===== src/rtl/fmf_pkg.sv =====
package fmf_pkg;

	// Multiframe layout, in octets and bits.
	localparam int SYNC_OCTETS    = 2;
	localparam int HDR_OCTETS     = 4;
	localparam int PAY_OCTETS     = 138;
	localparam int MF_OCTETS      = SYNC_OCTETS + HDR_OCTETS + PAY_OCTETS;
	localparam int SYNC_BITS      = SYNC_OCTETS * 8;
	localparam int HDR_BITS       = HDR_OCTETS * 8;
	localparam int PAY_BITS       = PAY_OCTETS * 8;

	// Frame and pair layout.
	localparam int SIX_IDX_COUNT  = 6;
	localparam int SIX_IDX_BITS   = 6;
	localparam int ENERGY_BITS    = 8;
	localparam int FRAME_BITS     = SIX_IDX_COUNT * SIX_IDX_BITS + ENERGY_BITS;
	localparam int PAIR_DATA_BITS = 2 * FRAME_BITS;
	localparam int PAIR_CRC_BITS  = 4;
	localparam int PAIR_BITS      = PAIR_DATA_BITS + PAIR_CRC_BITS;
	localparam int PAIRS_PER_MF   = 12;

	// Fixed words, sent least significant bit first.
	localparam logic [15:0] SYNC_WORD = 16'h87b2;
	localparam logic [15:0] FILL_WORD = 16'h784d;

	// Header code: generator terms below X^15 and pair CRC terms below X^4.
	localparam logic [14:0] HDR_GEN_LOW = 15'h5101;
	localparam logic [3:0]  CRC_GEN_LOW = 4'h3;
	localparam int          SPARE_BITS  = 9;
	localparam logic [8:0]  SPARE_VALUE = 9'h000;
	localparam logic [3:0]  MF_FIRST    = 4'h1;

	// Sample-rate codes and front-end variants.
	localparam logic [1:0] RATE_8K   = 2'h0;
	localparam logic [1:0] RATE_11K  = 2'h1;
	localparam logic [1:0] RATE_16K  = 2'h3;
	localparam logic       FE_STD    = 1'b0;
	localparam logic       FE_ROBUST = 1'b1;

	// Timing.
	localparam int CLK_HZ      = 10_000_000;
	localparam int MF_TIME_MS  = 240;
	localparam int BIT_RATE    = MF_OCTETS * 8 * 1000 / MF_TIME_MS;
	localparam int BIT_CYCLES  = CLK_HZ / BIT_RATE;

	// Register map, word indices on the plain register port.
	localparam int          REG_ADDR_W  = 4;
	localparam logic [3:0]  REG_CTRL    = 4'h0;
	localparam logic [3:0]  REG_STATUS  = 4'h1;
	localparam logic [3:0]  REG_COUNT   = 4'h2;
	localparam int          CTRL_RATE_LO = 0;
	localparam int          CTRL_FE      = 2;
	localparam int          CTRL_FILL    = 3;
	localparam logic [3:0]  CTRL_RESET   = 4'h0;
	localparam int          STAT_BUSY    = 0;
	localparam int          STAT_ENDED   = 1;
	localparam int          STAT_IDX_LO  = 2;
	localparam int          STAT_UNDER   = 6;

	typedef enum logic [2:0] {
		FMF_IDLE,
		FMF_FILL,
		FMF_SYNC,
		FMF_HDR,
		FMF_PAY
	} fmf_state_t;

endpackage


===== src/rtl/fmf_framer.sv =====
`timescale 1ns/1ps
// Function
// - Multiframe is sync (2 octets), header (4), frame stream (138).
// - Every multiframe is 144 octets, 240 ms, 4800 bit/s.
// - Octets go in order, bit 1 of each octet first.
// - Ordinary fields: lowest-numbered bit is least significant.
// - CRC fields: lowest-numbered bit holds highest polynomial term.
// - Each multiframe starts with sync word 87b2, LSB first.
// - Optional inverse sync 784d fills idle time between multiframes.
// - Header is 16 message bits in extended (31,16) cyclic codeword.
// - Header octets: rate, variant, index, spares, then check bits.
// - Rate codes 00/01/11 for 8/11/16 kHz; variant bit 0/1.
// - Nine spare header bits are sent as zeros.
// - Index starts at 0001 and counts modulo 16 per multiframe.
// - Trailing empty slots of the last multiframe are all zeros.
// - Header generator is 1 + X^8 + X^12 + X^14 + X^15.
// - Sixteenth check bit makes the 32-bit codeword even parity.
// - Each 10 ms frame is 44 index bits, not octet aligned.
// - Two frames plus 4-bit CRC 1 + X + X^4 form a pair.
// - Twelve pairs, frames 1 to 24, fill 1104 stream bits.
// - Six 6-bit indices and one 8-bit energy index per frame.
module fmf_framer
	import fmf_pkg::*;
#(
	parameter int BIT_CYCLES_P = BIT_CYCLES
)
(
	input  wire logic                  core_clk,
	input  wire logic                  rst_n,
	input  wire logic [REG_ADDR_W-1:0] reg_addr,
	input  wire logic [31:0]           reg_wdata,
	input  wire logic                  reg_wr,
	input  wire logic                  reg_rd,
	output      logic [31:0]           reg_rdata,
	input  wire logic                  frame_valid,
	input  wire logic [FRAME_BITS-1:0] frame_data,
	input  wire logic                  frame_last,
	output      logic                  frame_ready,
	output      logic                  ser_data,
	output      logic                  ser_valid,
	output      logic                  mf_start
);

	initial
	begin
		if (BIT_CYCLES_P < 2 || BIT_CYCLES_P > 4096)
			$error("fmf_framer: BIT_CYCLES_P out of range");
	end

	fmf_state_t            state;
	logic [3:0]            ctrl;
	logic [11:0]           bit_timer;
	logic                  tick;
	logic [4:0]            bit_idx;
	logic [6:0]            pay_pos;
	logic [3:0]            pair_cnt;
	logic [3:0]            multiframe_index;
	logic [1:0]            tx_rate;
	logic                  tx_variant;
	logic [FRAME_BITS-1:0] frame_sr;
	logic                  loaded;
	logic                  ended;
	logic                  underrun;
	logic [15:0]           mf_count;
	logic [31:0]           header_word;
	logic [3:0]            crc_val;
	logic                  emit;
	logic                  next_bit;
	logic                  in_data;
	logic                  data_shift;
	logic                  pair_done;
	logic                  mf_done;
	logic                  finish;
	logic                  take;
	logic                  start_tx;
	logic                  next_loaded;
	logic                  next_ended;
	logic                  stall;

	// Rate and variant header fields are held for a whole transmission; the index counts per multiframe.
	fmf_header_coder u_hdr (
		.sample_rate_code     (tx_rate),
		.frontend_variant_bit (tx_variant),
		.multiframe_index     (multiframe_index),
		.header_word          (header_word)
	);

	fmf_pair_crc u_crc (
		.core_clk (core_clk),
		.rst_n    (rst_n),
		.clear    (pair_done),
		.shift    (data_shift),
		.din      (next_bit),
		.crc      (crc_val)
	);

	// One tick per line bit paces the stream at the multiframe rate.
	always_ff @(posedge core_clk)
	begin
		if (!rst_n)
			bit_timer <= 12'h000;
		else if (bit_timer == 12'(BIT_CYCLES_P - 1))
			bit_timer <= 12'h000;
		else
			bit_timer <= bit_timer + 12'h001;
	end

	assign tick = (bit_timer == 12'(BIT_CYCLES_P - 1));

	assign in_data = (state == FMF_PAY) && (pay_pos < 7'(PAIR_DATA_BITS));

	// Selects the bit due on the line in the current state.
	always_comb
	begin
		emit     = 1'b0;
		next_bit = 1'b0;
		stall    = 1'b0;
		case (state)
			FMF_FILL:
			begin
				emit     = 1'b1;
				next_bit = FILL_WORD[bit_idx[3:0]];
			end
			FMF_SYNC:
			begin
				emit     = 1'b1;
				next_bit = SYNC_WORD[bit_idx[3:0]];
			end
			FMF_HDR:
			begin
				emit     = 1'b1;
				next_bit = header_word[bit_idx];
			end
			FMF_PAY:
			begin
				if (!in_data)
				begin
					emit     = 1'b1;
					next_bit = crc_val[~pay_pos[1:0]];
				end
				else if (loaded)
				begin
					emit     = 1'b1;
					next_bit = frame_sr[0];
				end
				else if (ended)
				begin
					emit     = 1'b1;
					next_bit = 1'b0;
				end
				else
					stall    = 1'b1;
			end
			default:
			begin
				emit     = 1'b0;
				next_bit = 1'b0;
			end
		endcase
	end

	assign data_shift = tick && emit && in_data;
	assign pair_done  = (tick && state == FMF_PAY
		&& pay_pos == 7'(PAIR_BITS - 1))
		|| (state == FMF_SYNC);
	assign mf_done    = tick && state == FMF_PAY
		&& pay_pos == 7'(PAIR_BITS - 1)
		&& pair_cnt == 4'(PAIRS_PER_MF - 1);
	assign finish     = mf_done && ended && !loaded;
	assign start_tx   = loaded && !ended_active(state)
		&& ((state == FMF_IDLE)
		|| (state == FMF_FILL && tick && bit_idx == 5'(SYNC_BITS - 1)));

	function automatic logic ended_active(input fmf_state_t s);
		ended_active = (s == FMF_SYNC) || (s == FMF_HDR) || (s == FMF_PAY);
	endfunction

	// Sequence of the multiframe fields.
	always_ff @(posedge core_clk)
	begin
		if (!rst_n)
		begin
			state    <= FMF_IDLE;
			bit_idx  <= 5'h00;
			pay_pos  <= 7'h00;
			pair_cnt <= 4'h0;
		end
		else
		begin
			case (state)
				FMF_IDLE:
				begin
					bit_idx <= 5'h00;
					if (start_tx)
						state <= FMF_SYNC;
					else if (ctrl[CTRL_FILL])
						state <= FMF_FILL;
				end
				FMF_FILL:
				begin
					if (tick)
					begin
						if (bit_idx == 5'(SYNC_BITS - 1))
						begin
							bit_idx <= 5'h00;
							if (start_tx)
								state <= FMF_SYNC;
							else if (!ctrl[CTRL_FILL])
								state <= FMF_IDLE;
						end
						else
							bit_idx <= bit_idx + 5'h01;
					end
				end
				FMF_SYNC:
				begin
					if (tick)
					begin
						if (bit_idx == 5'(SYNC_BITS - 1))
						begin
							bit_idx <= 5'h00;
							state   <= FMF_HDR;
						end
						else
							bit_idx <= bit_idx + 5'h01;
					end
				end
				FMF_HDR:
				begin
					if (tick)
					begin
						if (bit_idx == 5'(HDR_BITS - 1))
						begin
							bit_idx  <= 5'h00;
							pay_pos  <= 7'h00;
							pair_cnt <= 4'h0;
							state    <= FMF_PAY;
						end
						else
							bit_idx <= bit_idx + 5'h01;
					end
				end
				FMF_PAY:
				begin
					if (tick && emit)
					begin
						if (pay_pos == 7'(PAIR_BITS - 1))
						begin
							pay_pos  <= 7'h00;
							pair_cnt <= pair_cnt + 4'h1;
							if (mf_done && finish)
								state <= FMF_IDLE;
							else if (mf_done)
								state <= FMF_SYNC;
						end
						else
							pay_pos <= pay_pos + 7'h01;
					end
				end
				default:
					state <= FMF_IDLE;
			endcase
		end
	end

	// Multiframe index and the header fields of a transmission.
	always_ff @(posedge core_clk)
	begin
		if (!rst_n)
		begin
			multiframe_index <= MF_FIRST;
			tx_rate          <= RATE_8K;
			tx_variant       <= FE_STD;
			mf_count         <= 16'h0000;
		end
		else if (start_tx)
		begin
			multiframe_index <= MF_FIRST;
			tx_rate          <= ctrl[CTRL_RATE_LO +: 2];
			tx_variant       <= ctrl[CTRL_FE];
			mf_count         <= mf_count + 16'h0001;
		end
		else if (mf_done && !finish)
		begin
			multiframe_index <= multiframe_index + 4'h1;
			mf_count         <= mf_count + 16'h0001;
		end
	end

	assign take = frame_valid && frame_ready;

	always_comb
	begin
		next_loaded = loaded;
		next_ended  = ended;
		if (data_shift && loaded && (pay_pos == 7'(FRAME_BITS - 1)
			|| pay_pos == 7'(PAIR_DATA_BITS - 1)))
			next_loaded = 1'b0;
		if (take)
		begin
			next_loaded = 1'b1;
			next_ended  = frame_last;
		end
		if (finish)
			next_ended  = 1'b0;
	end

	// Single frame holding register fed by the quantizer.
	always_ff @(posedge core_clk)
	begin
		if (!rst_n)
		begin
			frame_sr    <= '0;
			loaded      <= 1'b0;
			ended       <= 1'b0;
			frame_ready <= 1'b0;
		end
		else
		begin
			if (take)
				frame_sr <= frame_data;
			else if (data_shift && loaded)
				frame_sr <= frame_sr >> 1;
			loaded      <= next_loaded;
			ended       <= next_ended;
			frame_ready <= !next_loaded && !next_ended;
		end
	end

	// Line outputs.
	always_ff @(posedge core_clk)
	begin
		if (!rst_n)
		begin
			ser_data  <= 1'b0;
			ser_valid <= 1'b0;
			mf_start  <= 1'b0;
		end
		else
		begin
			ser_valid <= tick && emit;
			ser_data  <= (tick && emit) ? next_bit : 1'b0;
			mf_start  <= tick && state == FMF_SYNC && bit_idx == 5'h00;
		end
	end

	// Control register and underrun flag; a new underrun beats the clear.
	always_ff @(posedge core_clk)
	begin
		if (!rst_n)
			ctrl <= CTRL_RESET;
		else if (reg_wr && reg_addr == REG_CTRL)
			ctrl <= reg_wdata[3:0];
	end

	always_ff @(posedge core_clk)
	begin
		if (!rst_n)
			underrun <= 1'b0;
		else if (tick && stall)
			underrun <= 1'b1;
		else if (reg_wr && reg_addr == REG_STATUS && reg_wdata[STAT_UNDER])
			underrun <= 1'b0;
	end

	always_ff @(posedge core_clk)
	begin
		if (!rst_n)
			reg_rdata <= 32'h00000000;
		else if (reg_rd)
		begin
			case (reg_addr)
				REG_CTRL:
					reg_rdata <= {28'h0000000, ctrl};
				REG_STATUS:
					reg_rdata <= {25'h0000000, underrun, multiframe_index,
						ended, ended_active(state)};
				REG_COUNT:
					reg_rdata <= {16'h0000, mf_count};
				default:
					reg_rdata <= 32'h00000000;
			endcase
		end
		else
			reg_rdata <= 32'h00000000;
	end

endmodule


===== src/rtl/fmf_header_coder.sv =====
`timescale 1ns/1ps
module fmf_header_coder
	import fmf_pkg::*;
(
	input  wire logic [1:0]  sample_rate_code,
	input  wire logic        frontend_variant_bit,
	input  wire logic [3:0]  multiframe_index,
	output      logic [31:0] header_word
);

	logic [15:0] message;
	logic [14:0] remainder;
	logic        overall;

	// Message bit i is the coefficient of X^i; division by the generator
	// runs from the highest message term down.
	always_comb
	begin
		logic fb;
		fb        = 1'b0;
		message   = {SPARE_VALUE, multiframe_index, frontend_variant_bit,
			sample_rate_code};
		remainder = 15'h0000;
		for (int i = 15; i >= 0; i--)
		begin
			fb        = message[i] ^ remainder[14];
			remainder = {remainder[13:0], 1'b0} ^ (fb ? HDR_GEN_LOW : 15'h0000);
		end
		overall     = ^{message, remainder};
		header_word = {overall, remainder, message};
	end

endmodule


===== src/rtl/fmf_pair_crc.sv =====
`timescale 1ns/1ps
module fmf_pair_crc
	import fmf_pkg::*;
(
	input  wire logic       core_clk,
	input  wire logic       rst_n,
	input  wire logic       clear,
	input  wire logic       shift,
	input  wire logic       din,
	output      logic [3:0] crc
);

	logic fb;

	assign fb = din ^ crc[3];

	always_ff @(posedge core_clk)
	begin
		if (!rst_n || clear)
			crc <= 4'h0;
		else if (shift)
			crc <= {crc[2:0], 1'b0} ^ (fb ? CRC_GEN_LOW : 4'h0);
	end

endmodule


===== config.mk =====
export PLATFORM = sky130hd
export DESIGN_NAME = fmf_framer
export DESIGN_NICKNAME = d
export VERILOG_FILES = /design/src/rtl/fmf_pkg.sv /design/src/rtl/fmf_framer.sv /design/src/rtl/fmf_header_coder.sv /design/src/rtl/fmf_pair_crc.sv
export SDC_FILE = /design/constraint.sdc
export NUM_CORES = 1
export LEC_CHECK = 0
export BUFFER_PORTS_ARGS = -buffer_cell sky130_fd_sc_hd__buf_4
export CAP_MARGIN = 20
export CORE_ASPECT_RATIO = 0.9
export CORE_UTILIZATION = 40
export DETAILED_ROUTE_END_ITERATION = 10
export GPL_TIMING_DRIVEN = 0
export SLEW_MARGIN = 40
export SYNTH_ARGS = -nofsm -noshare
export SYNTH_HDL_FRONTEND = slang
export SYNTH_HIERARCHICAL = 1
export SYNTH_SLANG_ARGS = --single-unit

===== constraint.sdc =====
create_clock -name core_clk -period 8.3 [get_ports core_clk]
set_input_delay 1.245 -clock core_clk [delete_from_list [all_inputs] [get_ports core_clk]]
set_output_delay 1.245 -clock core_clk [all_outputs]
set_load 0.03 [all_outputs]

# Word level (Yosys, flattened, before mapping)
# Memories as Yosys holds them, arrays and structs flattened. A register that Yosys moved wholly into a read port is not among the register bits.
# Cells that the tools add are included.
# word_totals
latch_bits	0
mem_count	2
reg_bits	145
rom_bits	32
ramBits	0
out_inout_bits	36
inputBits	86
# op_classes
reduce_logical	55
multipliers	0
order_cmp	4
eq_ne	25
addsub	6
bitwise_logic	16
n_div	0
n_mux	70
shifts	0
# memory_table
memory	words	width	read_ports	rd_ports_with_merged_regs	write_ports	line_no	rtl
(name not given)	16	1	1	1	0	fmf_framer.sv:127	next_bit = SYNC_WORD[bit_idx[3:0]];
(name not given)	16	1	1	1	0	fmf_framer.sv:122	next_bit = FILL_WORD[bit_idx[3:0]];
# op_table
cell	count
$mux 15	7
$xor 15x15->15	6
$mux 44	2
$pmux 16 s3	1
$mux 3	14
$mux 16	2
$mux 4	8
$reduce_xor 31->1	1
$mux 7	4
$logic_and 1x1->1	24
$mux 5	4
$mux 1	19
$add 16x1->16 const B	1
$pmux 3 s5	1
$pmux 5 s3	1
$eq 7x7->1 const B	2
$ne 2x2->1 const B	7
$pmux 7 s2	1
$add 12x1->12 const B	1
$eq 12x12->1 const B	1
$reduce_and 11->1	1
$ne 3x3->1 const B	3
$add 4x1->4 const B	2
$pmux 4 s2	1
38 further kinds	62

# Longest topological paths before layout
# depth
word_depth	26
depth_mapped	12
depth_no_buf	10

# Cells and area by module
# The synthesis kept the hierarchy.
# modules_own_cells
mod	seq_area_each_um2	area_each_um2	cells_each	instances
fmf_framer	2542.4	6234.7	731	1
fmf_header_coder	0.0	354.1	42	1
fmf_pair_crc	80.1	180.2	18	1

# Least setup slack after synthesis
# No wires, ideal clock.
# synth_path
kind	register to register
start	register multiframe_index[0]
end	register u_crc.crc[1]
required_time_ps	8180
setup_ps	120
path_buffers	2
period_less_slack_ps	2926
stages_incl_launch_ff	13
slack_ps	5374
t_arrival_ps	2806
cell_sequence	dfxtp_1 -> clkbuf_2 -> xnor2_1 -> xor2_1 -> buf_4 -> mux4_2 -> mux4_2 -> nand2_1 -> a21oi_1 -> a211o_1 -> xnor2_1 -> nor4b_2 -> a211o_1
# synth_rtl
element	line_no	rtl
start, declared	fmf_framer.sv:57	logic [3:0] multiframe_index;
start signal, assigned	fmf_framer.sv:285	multiframe_index <= multiframe_index + 4'h1;
$xor 1x1->1 *	fmf_header_coder.sv:26	fb = message[i] ^ remainder[14];
$mux 15 *	fmf_header_coder.sv:27	remainder = {remainder[13:0], 1'b0} ^ (fb ? HDR_GEN_LOW : 15'h0000);
$xor 15x15->15 *	fmf_header_coder.sv:27	
$xor 1x1->1 *	fmf_header_coder.sv:26	
$mux 15 *	fmf_header_coder.sv:27	
$xor 15x15->15 * (3 in a row)	fmf_header_coder.sv:27	
via header_word[18]	fmf_framer.sv:65	logic [31:0] header_word;
$reduce_xor 31->1	fmf_header_coder.sv:29	overall = ^{message, remainder};
$bmux 1 s5 *	fmf_framer.sv:132	next_bit = header_word[bit_idx];
$mux 1 (implied by the code) *	fmf_framer.sv:132	
$pmux 1 s4 *	fmf_framer.sv:118	case (state)
via next_bit	fmf_framer.sv:68	logic next_bit;
$xor 1x1->1 *	fmf_pair_crc.sv:15	assign fb = din ^ crc[3];
$mux 2 *	fmf_pair_crc.sv:22	crc <= {crc[2:0], 1'b0} ^ (fb ? CRC_GEN_LOW : 4'h0);
$xor 4x4->4 *	fmf_pair_crc.sv:22	
end signal, assigned	fmf_pair_crc.sv:22	
end, declared	fmf_pair_crc.sv:10	output logic [3:0] crc
# Mark *: on every way through the listed nets, which the timed path passes. The rest lies on a longest branch. The select of a mux whose other input is x is not followed.
# A chain may end at the register's enable or synchronous reset.

# Worst setup path after layout
# Ends and elaborated chain as after synthesis.

==> flow_summary.yaml <==
worst_hold_path:
  hold_class: "flip-flop to flip-flop"
detailed_routing:
  antenna_left: 0
  wl_um: 15890
  first_iter_violations: 417
  drt-wirelength-per-cell_um: 14.06
  drc: 5
  vias: 5788
  dr.pass1.iters: 8
  viasPerCell: 5.122
critical_path:
  crit_fanout: 6
  arrival_ns: 3.62
  critPathKind: "flip-flop to flip-flop"
  r2r_start: "multiframe_index[0]"
  crit_start: "multiframe_index[0]"
  cp-endpoint: "u_crc/crc[1]"
  worst_setup_path_start_kind: "flip-flop"
  rrSetupSlack_ns: 4.98
  end_kind: "flip-flop"
  required_ns: 8.60
  ff2ff_path_depth: 12
  r2r_end: "u_crc/crc[1]"
clock_network:
  cts_tree: "done"
  cts-hold-fix-buffers: 0
  cts_resized: 0
  worstSkewPairLatency_ns: 0.42
  clk_pin_slew_ns: 0.06
  ctsHtreeMaxLevel: 4
  cts_buffers: 17
  root_buffer: "clkbuf_16"
  cts_sinks: 131
  postCtsSetupRepairBufs: 0
  clockBufferDepth: 2
timing:
  fmax_ghz: 0.3012
  relSlewSlack_pct: 45.86
  worst_pin_slew_ns: 0.8121
  min_period_over_period_pct: 40.01
  timing.setup.tns_ns: 0
  min_period_ns: 3.320
  rsz0062_at_grt: "false"
  whs_ns: 0.4694
  final_hold_viol_count: 0
  clock_skew_ns: 0.01248
  slew_viol_final: 0
  setup-violations-final: 0
synthesis:
  yosys-top-cells-count: "131 x dfxtp_1, 119 x nor2_1, 75 x nand2_1, 66 x nand3_1, 44 x a311oi_1"
  synth_top_area_share_pct: 38.74
  synth_cells: 791
  synth_edf_count: 0
  synthFlopType: "dfxtp_1"
  ys_ff_latch: 131
  yosysTopAreaCell: "dfxtp_1"
  synth_warnings: 6
  synth.most_common_cell: "dfxtp_1"
  synth_cell_type_count: 67
  synth_area_leaders: "dfxtp_1 39%, nor2_1 6.6%, a311oi_1 5.7%"
  async_reset_ff_share_pct: 0
  ys_seq_area_share_pct: 38.74
  synth_area_sq_mm: 0.006769
  avgSynthCellArea_sq_um: 8.558
global_routing:
  grt_util_all_layers_pct: 19.14
  grt_pass1_wl_um: 26590
  first_global_vias: 5289
  grt_max_degree: 17
  overflow: 0
  antenna_found_initial: 0
placement:
  gp_congestion: 0.7936
  post-dp-hpwl_um: 11700
  io_buffers: 76
  dp.cells: 1098
die:
  core_area_sq_mm: 0.01635
  dieWidth_um: 139.1
  core.rowCount: 44
  start_util_pct: 41.40
  die_area_sq_mm: 0.01745
  fp.dieH_um: 125.4
  ios: 122
pwr:
  p_leak_nw: 3.170
  p_per_area_mw_per_mm2: 207.1
  vdd_ir_drop_max_uv: 144.5
final_layout:
  areaGrowthSynthToFinish_pct: 23.25
  antenna_cells: 0
  final_nets: 1007
  fin_util_pct: 51.03
  final_layout_size_suffix_gt1_share_pct: 20.69
  fin_cells: 1130
flow_run:
  drv_cap: 0
run_status:
  violations: "DRC"
  status: "finished, violations left"
==> cells in the final DEF, fill, tap and decap left out, drive strengths merged, types with 3 or more instances in the layout <==
| cell | netlist | layout |
|---|---|---|
| dfxtp | 131 | 131 |
| buf | 55 | 131 |
| nor2 | 119 | 119 |
| nand2 | 75 | 75 |
| nand3 | 67 | 67 |
| clkbuf | 33 | 53 |
| a311oi | 44 | 44 |
| xnor2 | 32 | 32 |
| a21oi | 28 | 28 |
| conb | 2 | 26 |
| xor2 | 18 | 18 |
| inv | 16 | 17 |
| nor3 | 14 | 14 |
| and2 | 13 | 13 |
| mux2i | 13 | 13 |
| nand4 | 12 | 12 |
| mux4 | 11 | 11 |
| ha | 11 | 11 |
| o21ai | 10 | 10 |
| and3 | 8 | 8 |
| nor2b | 6 | 6 |
| nand3b | 5 | 5 |
| a211oi | 5 | 5 |
| nor3b | 5 | 5 |
| a31oi | 5 | 5 |
| o211ai | 4 | 4 |
| bufinv | 0 | 4 |
| nor4b | 4 | 4 |
| clkinv | 0 | 4 |
| a31o | 3 | 3 |
| a2111oi | 3 | 3 |
| a22oi | 3 | 3 |
| clkinvlp | 0 | 3 |
| nand2b | 3 | 3 |
| or4 | 3 | 3 |
| nor4 | 3 | 3 |
==> metrics by stage <==
step                setup WS [ns]  area (sq um)  total power [mW]
floorplan                   5.374          6859            0.8650
global placement            5.008          7689            0.9358
detailed placement          4.998          7694            0.9370
CTS                         4.958          8329             1.740
global route                4.755          8343             1.798
finish                      4.980          8343             1.727
==> metal layers <==
layer | wire [um] | vias to the layer above | global-route usage [%]
met2 | 6982 | 125 | 28.46
met4 | 170 | 0 | 7.712
li1 | - | 2995 | -
met1 | 8133 | 2654 | 27.24
met3 | 600 | 14 | 3.485
met5 | 0 | - | 0
==> sequential cells by signal (all words and copies together), names as in the netlist, named ones only <==
signal and flops:
tx_variant 1, frame_sr 44, bit_idx 5, underrun 1, mf_count 16, u_crc/crc 4
multiframe_index 4, state 3, pay_pos 7, bit_timer 12, reg_rdata 16, frame_ready 1
loaded 1, pair_cnt 4, ser_valid 1, mf_start 1, ctrl 4, tx_rate 2
ser_data 1, ended 1
==> worst max-delay path, cell delays in order, from the launching register on <==
cell and delay [ns]:
dfxtp_1 0.45, clkbuf_2 0.23, xnor2_1 0.12, xor2_1 0.20
buf_4 0.15, mux4_2 0.47, mux4_2 0.49, nand2_1 0.09
a21oi_1 0.08, a211o_1 0.32, xnor2_1 0.31, nor4b_2 0.08
a211o_1 0.22
==> logic make-up (layout without fill, tap and decap cells) <==
family / after synthesis / after routing / share of synthesized area [%]
AO/OA/AOI/OAI: 125 / 125 / 13.88
XOR/XNOR: 51 / 51 / 7.024
adder cells (fa/ha/maj): 11 / 11 / 2.033
buffers and inverters: 104 / 212 / 8.262
flip-flops: 131 / 131 / 38.74
multiplexers: 24 / 24 / 5.582
other: 2 / 26 / 0.1109
AND/OR/NAND/NOR: 343 / 343 / 24.36
==> final cells by class <==
cell class	count	area, sq um
Clock buffer	20	456.7
Sequential cell	131	2623
Fill cell	1561	8008
Timing Repair Buffer	76	570.5
Tap cell	207	259.0
Multi-Input combinational cell	580	3696
Clock inverter	12	178.9
Inverter	16	60.06
Buffer	88	499.2
==> worst min path at each step <==
stage / startpoint / endpoint / slack (ns) / cells past startpoint
final: underrun / underrun / 0.47 / 2
after global routing: frame_sr[36] / frame_sr[35] / 0.50 / 2
after CTS: underrun / underrun / 0.47 / 2
after detailed placement: underrun / underrun / 0.46 / 2
after global placement: underrun / underrun / 0.45 / 2
after floorplan: underrun / underrun / 0.43 / 2
==> report_power, final <==
part / switching, mW / internal (mW) / total, mW
Combinational: 0.152 / 0.103 / 0.255
Clock: 0.281 / 0.519 / 0.800
Sequential: 0.0162 / 0.656 / 0.673
Total: 0.449 / 1.28 / 1.73
(Power assumes the default switching activity.)
